<file path="config.mk">
export PLATFORM = sky130hd
export DESIGN_NAME = bgrb_register_bank
export DESIGN_NICKNAME = d
export VERILOG_FILES = /design/src/hdl/bgrb_pkg.sv /design/src/hdl/bgrb_register_bank.sv
export SDC_FILE = /design/constraint.sdc
export NUM_CORES = 2
export LEC_CHECK = 0
export ABC_AREA = 1
export BUFFER_PORTS_ARGS = -buffer_cell sky130_fd_sc_hd__buf_2
export CAP_MARGIN = 20
export CELL_PAD_IN_SITES_DETAIL_PLACEMENT = 1
export CELL_PAD_IN_SITES_GLOBAL_PLACEMENT = 1
export CORE_ASPECT_RATIO = 1.4
export CORE_MARGIN = 1
export CORE_UTILIZATION = 35
export DETAILED_ROUTE_END_ITERATION = 10
export PLACE_DENSITY = 0.63
export SKIP_LAST_GASP = 1
export SLEW_MARGIN = 20
export SYNTH_ARGS = -nofsm -noshare
export SYNTH_HDL_FRONTEND = slang
export SYNTH_SLANG_ARGS = --single-unit
</file>
<file path="constraint.sdc">
create_clock -name ref_clk -period 37.6 [get_ports ref_clk]
set_input_delay 3.76 -clock ref_clk [delete_from_list [all_inputs] [get_ports ref_clk]]
set_output_delay 3.76 -clock ref_clk [all_outputs]
set_load 0.1 [all_outputs]
</file>
<file path="src/hdl/bgrb_pkg.sv">
// package of register offsets, field positions and reset values for the graphics register bank
package bgrb_pkg;
   localparam int unsigned ADDR_W = 8;
   localparam int unsigned DATA_W = 8;
   // register addresses
   localparam logic [7:0] ADR_SERIAL_STRAPS = 8'h30;
   localparam logic [7:0] ADR_X_LO = 8'h40;
   localparam logic [7:0] ADR_X_HI = 8'h41;
   localparam logic [7:0] ADR_Y_LO = 8'h42;
   localparam logic [7:0] ADR_Y_HI = 8'h43;
   localparam logic [7:0] ADR_COORD_STEP = 8'h60;
   localparam logic [7:0] ADR_PLANE_COMMAND = 8'h62;
   localparam logic [7:0] ADR_PAN_FINE = 8'h64;
   localparam logic [7:0] ADR_PAN_COARSE = 8'h65;
   localparam logic [7:0] ADR_SCROLL_TOP_ROW = 8'h66;
   localparam logic [7:0] ADR_MAGNIFY_FACTORS = 8'h67;
   localparam logic [7:0] ADR_PIXEL_DATA = 8'h68;
   localparam logic [7:0] ADR_BOARD_STATUS = 8'ha0;
   localparam logic [7:0] ADR_PRINTER_OUT = 8'ha1;
   localparam logic [7:0] ADR_TERMINAL_INPUT = 8'ha2;
   localparam logic [7:0] ADR_MEMORY_WRITE_GATE = 8'ha3;
   // serial strap fields
   localparam int unsigned SS_WORD7 = 0;
   localparam int unsigned SS_ODD = 1;
   localparam int unsigned SS_ONE_STOP = 2;
   localparam int unsigned SS_PAR_ON = 3;
   // coordinate step fields
   localparam int unsigned CS_X_UP = 0;
   localparam int unsigned CS_Y_UP = 1;
   localparam int unsigned CS_X_DOWN = 2;
   localparam int unsigned CS_Y_DOWN = 3;
   localparam int unsigned CS_NO_DOT = 4;
   // plane command fields
   localparam int unsigned PC_FILL0 = 0;
   localparam int unsigned PC_FILL1 = 1;
   localparam int unsigned PC_OFF0 = 4;
   localparam int unsigned PC_OFF1 = 5;
   localparam int unsigned PC_FMT_LO = 6;
   localparam int unsigned PC_FMT_HI = 7;
   // pixel data fields
   localparam int unsigned PD_ODD = 5;
   localparam int unsigned PD_COMP = 6;
   localparam int unsigned PD_PAR_ON = 7;
   // board status fields
   localparam int unsigned BS_BUSY = 0;
   localparam int unsigned BS_VBLANK_N = 1;
   localparam int unsigned BS_WORD7 = 2;
   localparam int unsigned BS_INPUT = 7;
   // write gate field
   localparam int unsigned WG_ENABLE = 0;
   // display formats, command bits seven and six
   localparam logic [1:0] FMT_1219X240_BW = 2'h0;
   localparam logic [1:0] FMT_610X240_OR = 2'h2;
   localparam logic [1:0] FMT_610X480_BW = 2'h1;
   localparam logic [1:0] FMT_610X240_GREY = 2'h3;
   // reset values
   localparam logic [7:0] RST_REG8 = 8'h00;
   localparam logic [15:0] RST_COORD = 16'h0000;
endpackage : bgrb_pkg

</file>
<file path="src/hdl/bgrb_register_bank.sv">
// register bank of the two-plane bitmap graphics board, with flip-flop display memory
`timescale 1ns/1ps
module bgrb_register_bank #(
   parameter int unsigned PIX_X_W = 4,
   parameter int unsigned PIX_Y_W = 4
) (
   input wire logic ref_clk,
   input wire logic rst,
   input wire logic [7:0] io_addr,
   input wire logic io_wr,
   input wire logic io_rd,
   input wire logic [7:0] io_wdata,
   output logic [7:0] io_rdata,
   input wire logic printer_busy,
   input wire logic vblank_n,
   input wire logic term_strobe,
   input wire logic [7:0] term_data,
   input wire logic [PIX_X_W-1:0] vid_x,
   input wire logic [PIX_Y_W-1:0] vid_y,
   output logic [1:0] vid_pixel,
   output logic [1:0] display_format,
   output logic [7:0] pan_fine,
   output logic [7:0] pan_coarse,
   output logic [7:0] scroll_top_row,
   output logic [7:0] magnify_factors,
   output logic [7:0] printer_data,
   output logic printer_load,
   output logic serial_word7,
   output logic serial_odd,
   output logic serial_one_stop,
   output logic serial_parity_on
);
   localparam int unsigned NPIX = 1 << (PIX_X_W + PIX_Y_W);
   localparam int unsigned IDX_W = PIX_X_W + PIX_Y_W;

   typedef struct packed {
      logic [NPIX-1:0][1:0] mem;
      logic [15:0] x;
      logic [15:0] y;
      logic [7:0] straps;
      logic [7:0] cmd;
      logic [7:0] pan_lo;
      logic [7:0] pan_hi;
      logic [7:0] scroll;
      logic [7:0] zoom;
      logic [1:0] data;
      logic wen;
      logic [7:0] prn;
      logic prn_load;
      logic [7:0] tin;
      logic tin_flag;
      logic [7:0] rdata;
      logic [1:0] vpix;
      logic busy_s1;
      logic busy_s2;
      logic vb_s1;
      logic vb_s2;
      logic ts_s1;
      logic ts_s2;
      logic ts_s3;
      logic [7:0] td_s1;
      logic [7:0] td_s2;
   } bgrb_state_t;

   bgrb_state_t st_ff;
   bgrb_state_t nxt_st;

   // pixel index from coordinates, low bits of each
   function automatic logic [IDX_W-1:0] bgrb_idx(input logic [15:0] xc, input logic [15:0] yc);
      bgrb_idx = {yc[PIX_Y_W-1:0], xc[PIX_X_W-1:0]};
   endfunction : bgrb_idx

   logic wr_hit_step;
   logic [15:0] step_x;
   logic [15:0] step_y;
   logic term_rise;

   // register writes, vector steps, pixel operations, reads and synchronisers
   always_comb
   begin
      nxt_st = st_ff;
      nxt_st.prn_load = 1'b0;
      // pin inputs pass two flip-flops, the terminal strobe a third for its rise
      nxt_st.busy_s1 = printer_busy;
      nxt_st.busy_s2 = st_ff.busy_s1;
      nxt_st.vb_s1 = vblank_n;
      nxt_st.vb_s2 = st_ff.vb_s1;
      nxt_st.ts_s1 = term_strobe;
      nxt_st.ts_s2 = st_ff.ts_s1;
      nxt_st.ts_s3 = st_ff.ts_s2;
      nxt_st.td_s1 = term_data;
      nxt_st.td_s2 = st_ff.td_s1;
      term_rise = st_ff.ts_s2 & ~st_ff.ts_s3;
      wr_hit_step = io_wr && (io_addr == bgrb_pkg::ADR_COORD_STEP);
      step_x = st_ff.x + 16'(io_wdata[bgrb_pkg::CS_X_UP]) -
         16'(io_wdata[bgrb_pkg::CS_X_DOWN]);
      step_y = st_ff.y + 16'(io_wdata[bgrb_pkg::CS_Y_UP]) -
         16'(io_wdata[bgrb_pkg::CS_Y_DOWN]);
      // write decode, every register but board status and terminal input loads on the write strobe
      if (io_wr)
      begin
         unique case (io_addr)
            bgrb_pkg::ADR_SERIAL_STRAPS: nxt_st.straps = io_wdata;
            bgrb_pkg::ADR_X_LO: nxt_st.x[7:0] = io_wdata;
            bgrb_pkg::ADR_X_HI: nxt_st.x[15:8] = io_wdata;
            bgrb_pkg::ADR_Y_LO: nxt_st.y[7:0] = io_wdata;
            bgrb_pkg::ADR_Y_HI: nxt_st.y[15:8] = io_wdata;
            bgrb_pkg::ADR_COORD_STEP:
            begin
               nxt_st.x = step_x;
               nxt_st.y = step_y;
               if (!io_wdata[bgrb_pkg::CS_NO_DOT] && st_ff.wen)
                  nxt_st.mem[bgrb_idx(step_x, step_y)] = st_ff.data;
            end
            bgrb_pkg::ADR_PLANE_COMMAND:
            begin
               nxt_st.cmd = io_wdata;
               for (int i = 0; i < NPIX; i++)
               begin
                  if (io_wdata[bgrb_pkg::PC_FILL0] && st_ff.wen)
                     nxt_st.mem[i][0] = st_ff.data[0];
                  if (io_wdata[bgrb_pkg::PC_FILL1] && st_ff.wen)
                     nxt_st.mem[i][1] = st_ff.data[1];
               end
            end
            bgrb_pkg::ADR_PAN_FINE: nxt_st.pan_lo = io_wdata;
            bgrb_pkg::ADR_PAN_COARSE: nxt_st.pan_hi = io_wdata;
            bgrb_pkg::ADR_SCROLL_TOP_ROW: nxt_st.scroll = io_wdata;
            bgrb_pkg::ADR_MAGNIFY_FACTORS: nxt_st.zoom = io_wdata;
            bgrb_pkg::ADR_PIXEL_DATA:
            begin
               nxt_st.data = io_wdata[1:0];
               if (io_wdata[bgrb_pkg::PD_COMP] && st_ff.wen)
                  nxt_st.mem[bgrb_idx(st_ff.x, st_ff.y)] =
                     ~st_ff.mem[bgrb_idx(st_ff.x, st_ff.y)];
            end
            bgrb_pkg::ADR_PRINTER_OUT:
            begin
               nxt_st.prn = io_wdata;
               nxt_st.prn_load = 1'b1;
            end
            bgrb_pkg::ADR_MEMORY_WRITE_GATE: nxt_st.wen = io_wdata[bgrb_pkg::WG_ENABLE];
            default: ;
         endcase
      end
      // read decode, answer stands from the edge after the read strobe
      if (io_rd)
      begin
         unique case (io_addr)
            bgrb_pkg::ADR_X_LO: nxt_st.rdata = st_ff.x[7:0];
            bgrb_pkg::ADR_X_HI: nxt_st.rdata = st_ff.x[15:8];
            bgrb_pkg::ADR_Y_LO: nxt_st.rdata = st_ff.y[7:0];
            bgrb_pkg::ADR_Y_HI: nxt_st.rdata = st_ff.y[15:8];
            bgrb_pkg::ADR_PIXEL_DATA:
               nxt_st.rdata = {st_ff.straps[bgrb_pkg::SS_PAR_ON],
                  st_ff.straps[bgrb_pkg::SS_ONE_STOP],
                  st_ff.straps[bgrb_pkg::SS_ODD], 3'h0,
                  st_ff.mem[bgrb_idx(st_ff.x, st_ff.y)]};
            bgrb_pkg::ADR_BOARD_STATUS:
               nxt_st.rdata = {st_ff.tin_flag, 4'h0,
                  st_ff.straps[bgrb_pkg::SS_WORD7],
                  st_ff.vb_s2, st_ff.busy_s2};
            bgrb_pkg::ADR_TERMINAL_INPUT:
            begin
               nxt_st.rdata = st_ff.tin;
               nxt_st.tin_flag = 1'b0;
            end
            default: nxt_st.rdata = bgrb_pkg::RST_REG8;
         endcase
      end
      // a byte deposited in the same cycle as the read still sets the flag
      if (term_rise)
      begin
         nxt_st.tin = st_ff.td_s2;
         nxt_st.tin_flag = 1'b1;
      end
      // video pixel with per-plane blanking
      nxt_st.vpix = st_ff.mem[{vid_y, vid_x}] &
         ~{st_ff.cmd[bgrb_pkg::PC_OFF1], st_ff.cmd[bgrb_pkg::PC_OFF0]};
   end

   // state register
   always_ff @(posedge ref_clk or posedge rst)
   begin
      if (rst)
         st_ff <= '0;
      else
         st_ff <= nxt_st;
   end

   // outputs straight from flip-flops
   assign io_rdata = st_ff.rdata;
   assign vid_pixel = st_ff.vpix;
   assign display_format = {st_ff.cmd[bgrb_pkg::PC_FMT_HI], st_ff.cmd[bgrb_pkg::PC_FMT_LO]};
   assign pan_fine = st_ff.pan_lo;
   assign pan_coarse = st_ff.pan_hi;
   assign scroll_top_row = st_ff.scroll;
   assign magnify_factors = st_ff.zoom;
   assign printer_data = st_ff.prn;
   assign printer_load = st_ff.prn_load;
   assign serial_word7 = st_ff.straps[bgrb_pkg::SS_WORD7];
   assign serial_odd = st_ff.straps[bgrb_pkg::SS_ODD];
   assign serial_one_stop = st_ff.straps[bgrb_pkg::SS_ONE_STOP];
   assign serial_parity_on = st_ff.straps[bgrb_pkg::SS_PAR_ON];
endmodule : bgrb_register_bank

</file>
* Word-level counts from Yosys, hierarchy flattened
Index checks and enable logic that the tools add are counted.
** Storage, ports and cells
- Register bits after elaboration :: 642
- Latch bits :: 0
- RAM bits :: 0
- ROM bits :: 0
- Logic and storage cells :: 628
- Memories :: 0
** Cells by class
- Add/sub/neg operators :: 4
- Multiply operators :: 0
- Divide/modulo/power cells :: 0
- $lt $le $gt $ge :: 5
- Equal/unequal tests :: 20
- Shift-type cells :: 0
- Multiplexer cells :: 25
- Bitwise logic cells :: 5
- Reduce and logical (&&, ||, !) cells :: 30
** Operators by type and width (number)
- $pmux W512 S3 :: 1
- $bwmux W512 :: 2
- $mux W512 :: 2
- $eq A8 B7 Y1 const B :: 11
- $pmux W8 S2 :: 4
- $pmux W8 S7 :: 1
- $add A16 B1 Y16 :: 2
- $bmux W2 S8 :: 2
- $demux W2 S8 :: 2
- $eq A8 B8 Y1 const B :: 4
- $sub A16 B1 Y16 :: 2
- $reduce_and A2 Y1 :: 14
- $lt A8 B9 Y1 const B :: 3
- $ge A8 B1 Y1 const B :: 2
- $reduce_bool A2 Y1 :: 6
- $reduce_and A5 Y1 :: 2
- $mux W9 :: 1
- $eq A8 B6 Y1 const B :: 1
- $mux W2 :: 4
- $logic_and A1 B1 Y1 :: 6
- $mux W1 :: 6
- $ne A2 B2 Y1 const B :: 3
- $not A2 Y2 :: 2
- $reduce_bool A3 Y1 :: 1
- other kinds (5) :: 5

* Logic depth before layout (Yosys ltp)
- Depth after elaboration :: 9
- Depth in mapped cells :: 22
- Depth with buffers taken out :: 18

* Worst setup path before layout
No wires, ideal clock.
- Path type :: input port to flip-flop
- Start point :: in io_wdata[2]
- End point :: reg (tool-made name)
- Arrival :: 6.254 ns
- Data required time :: 37.472 ns
- Path slack :: 31.218 ns
- Stages on the path :: 16
- Cell sequence :: ha_1 > inv_1 > ha_1 > inv_1 > fa_1 > xnor2_1 > inv_1 > nor2_1 > inv_1 > nor2_1 > clkbuf_1 > nand2_1 > nand2_1 > inv_1 > nor4_1 > a21oi_1
** RTL lines
- from (decl) :: line bgrb_register_bank.sv:12 : input wire logic [7:0] io_wdata,

==> flow_metrics.env <==
export IMPL_num_nets_final=9215
export IMPL_port_buffers=95
export IMPL_core_region_area_mm2=0.1551
export IMPL_final_setup_tns_ns=0
export IMPL_track_usage_pct=38.38
export IMPL_cts_repair_resized=0
export IMPL_cellLeakagePower_nw=23.71
export IMPL_ys_seq_area_share_pct=29.19
export IMPL_max_vdd_ir_drop_mv=0.03726
export IMPL_place_hpwl_um=182100
export IMPL_drt_pass1_iterations=6
export IMPL_rrSetupSlack_ns=30.45
export IMPL_finalSetupViolations=0
export IMPL_postRouteAntennaNets=0
export IMPL_vias=69050
export IMPL_totalPowerFinal_mw=2.251
export IMPL_rows=171
export IMPL_async_flop_share_pct=100.0
export IMPL_worstMarginPinSlew_ns=1.256
export IMPL_detail_route_wl_per_cell_um=27.39
export IMPL_hold_path_class="reg -> reg"
export IMPL_cts_hold_buf=0
export IMPL_cts_buffer_depth=3
export IMPL_syn_num_nets=9600
export IMPL_cts_buffers=81
export IMPL_hold_viol=0
export IMPL_maxSlewViolCount=0
export IMPL_clock_sinks=638
export IMPL_fin_crit_sh_pct=22.82
export IMPL_layout_commonest_cell="nand2_1"
export IMPL_cts_tree="built"
export IMPL_drive_gt1_share_pct=4.948
export IMPL_path_max_fanout=65
export IMPL_first_iter_violations=5932
export IMPL_synth_area_leaders="dfrtp_1 (29%), nand2_1 (21%), nor2_1 (14%)"
export IMPL_die_y_um=469.7
export IMPL_r2r_start="st_ff[119]$_DFFE_PP0P_"
export IMPL_start_kind="input pin"
export IMPL_outcome="complete, no violations"
export IMPL_grt_pass1_wl_um=456000
export IMPL_powerDensity_mw_per_mm2=38.58
export IMPL_yosys_area_top_type="dfrtp_1"
export IMPL_grt_pass1_vias=70170
export IMPL_fp_dieW_um=336.1
export IMPL_crit_path_start="io_addr[7]"
export IMPL_arrival_ns=9.19
export IMPL_viasPerCell=6.121
export IMPL_die_area_mm2=0.1579
export IMPL_ios=96
export IMPL_synth_seq_cells=638
export IMPL_skew_ns=0.02987
export IMPL_synth_cells=9521
export IMPL_h_tree_depth=3
export IMPL_yosysTopAreaCellShare_pct=29.19
export IMPL_area_growth_pct=6.703
export IMPL_drv_cap=0
export IMPL_cp_end_kind="flip-flop"
export IMPL_grt_start_max_net_pins=168
export IMPL_crit_type="in -> reg"
export IMPL_synth_cell_types=47
export IMPL_yosysWarnings=0
export IMPL_synth_edf_count=0
export IMPL_drc=0
export IMPL_start_util_pct=35.26
export IMPL_wirelength_um=309000
export IMPL_grt_setup_unrepaired="false"
export IMPL_fillers=20980
export IMPL_clk_pin_slew_worst_paths_ns=0.06
export IMPL_postCtsSetupBuffers=0
export IMPL_relSlewSlack_pct=16.03
export IMPL_overflow=0
export IMPL_clock_latency_ns=0.75
export IMPL_antenna_found_initial=11
export IMPL_synthesis_area_mm2=0.05469
export IMPL_multiInputGateArea_mm2=0.03410
export IMPL_root_buffer="clkbuf_16"
export IMPL_final_cell_mix="nand2_1 (3012), nor2_1 (1968), a21oi_1 (1111)"
export IMPL_period_needed_ns=8.581
export IMPL_worstPathRequired_ns=38.21
export IMPL_gp_congestion=0.9210
export IMPL_ff2ff_path_depth=18
export IMPL_synth_area_per_cell_um2=5.744
export IMPL_synth_main_ff_cell="dfrtp_1"
export IMPL_ff_latch_area_mm2=0.01598
export IMPL_max_freq_ghz=0.1165
## critical path, stage by stage
cell,delay (ns)
buf_2,0.12
inv_1,0.08
nand4_1,0.26
nor3_4,0.56
nor2_4,0.02
buf_4,0.33
nand2_1,0.21
nand2_1,0.16
nor3_4,0.14
buf_4,0.73
buf_4,0.83
buf_4,0.89
buf_4,0.66
nand2_1,0.12
nor2_1,0.13
a21oi_1,0.08
## synthesized netlist by cell type (83+ instances only)
cell and n:
nand2_1 3014, nor4_1 145, nor2_1 1993, buf_4 83, o21ai_0 871, o22ai_1 117, a21oi_1 1113, nand3_1 313
buf_2 181, inv_1 336, clkbuf_1 372, dfrtp_1 638
## power breakdown
part	internal [mW]	switching, mW
clock network	0.455	0.375
registers	0.703	0.0251
logic	0.113	0.581
## routing by layer
layer	vias up	track usage (%)	routed length, µm
li1	30180	-	-
met1	34390	44.48	115800
met2	3311	62.11	141000
met3	1160	7.738	26330
met4	10	29.01	25760
met5	-	0	65
## stage by stage
step	util (%)	instances	instance area (µm²)	hold slack [ns]	setup slack, ns
global route	37.61	11270	58330	0.3524	28.76
detailed placement	35.93	11130	55730	0.3362	28.41
global placement	35.91	11130	55710	0.3336	28.40
finish	37.62	11280	58350	0.3425	29.02
CTS	37.60	11270	58330	0.3467	29.18
floorplan	-	9521	54690	0.3312	15.97
## worst min-delay path by stage
stage / start / to / slack [ns] / cells past startpoint
after CTS: nxt_st[4]$_DFF_PP0_ / st_ff[4]$_DFF_PP0_ / 0.35 / 0
final: nxt_st[4]$_DFF_PP0_ / st_ff[4]$_DFF_PP0_ / 0.34 / 0
after global placement: nxt_st[21]$_DFF_PP0_ / st_ff[21]$_DFF_PP0_ / 0.33 / 0
after global routing: nxt_st[17]$_DFF_PP0_ / nxt_st[16]$_DFF_PP0_ / 0.35 / 0
after detailed placement: nxt_st[0]$_DFF_PP0_ / st_ff[0]$_DFF_PP0_ / 0.34 / 0
after floorplan: nxt_st[17]$_DFF_PP0_ / nxt_st[16]$_DFF_PP0_ / 0.33 / 0
## final cells by class
type | count | share of cell area, %
Timing Repair Buffer | 244 | 2.884
Antenna cell | 9 | 0.03859
Clock buffer | 117 | 3.947
Tap cell | 2076 | 4.451
Multi-Input combinational cell | 7822 | 58.44
Sequential cell | 638 | 27.38
Inverter | 349 | 2.359
Clock inverter | 25 | 0.5017
## logic make-up (layout without fill, tap and decap cells)
kind of cell               count (synthesis)  after routing  share of synthesized area [%]
and+or+nand+nor                         5608           5608                          40.48
AOI/OAI and AO/OA                       2159           2159                          20.28
buffers and inverters                   1061            735                          8.820
DFF                                      638            638                          29.19
adders and majority gates                 40             40                         0.9426
muxes                                      8              8                         0.1647
xor gates and xnor gates                   7              7                         0.1121
other                                      0              9                              0
Note: power is estimated with default switching activity, not from simulation.
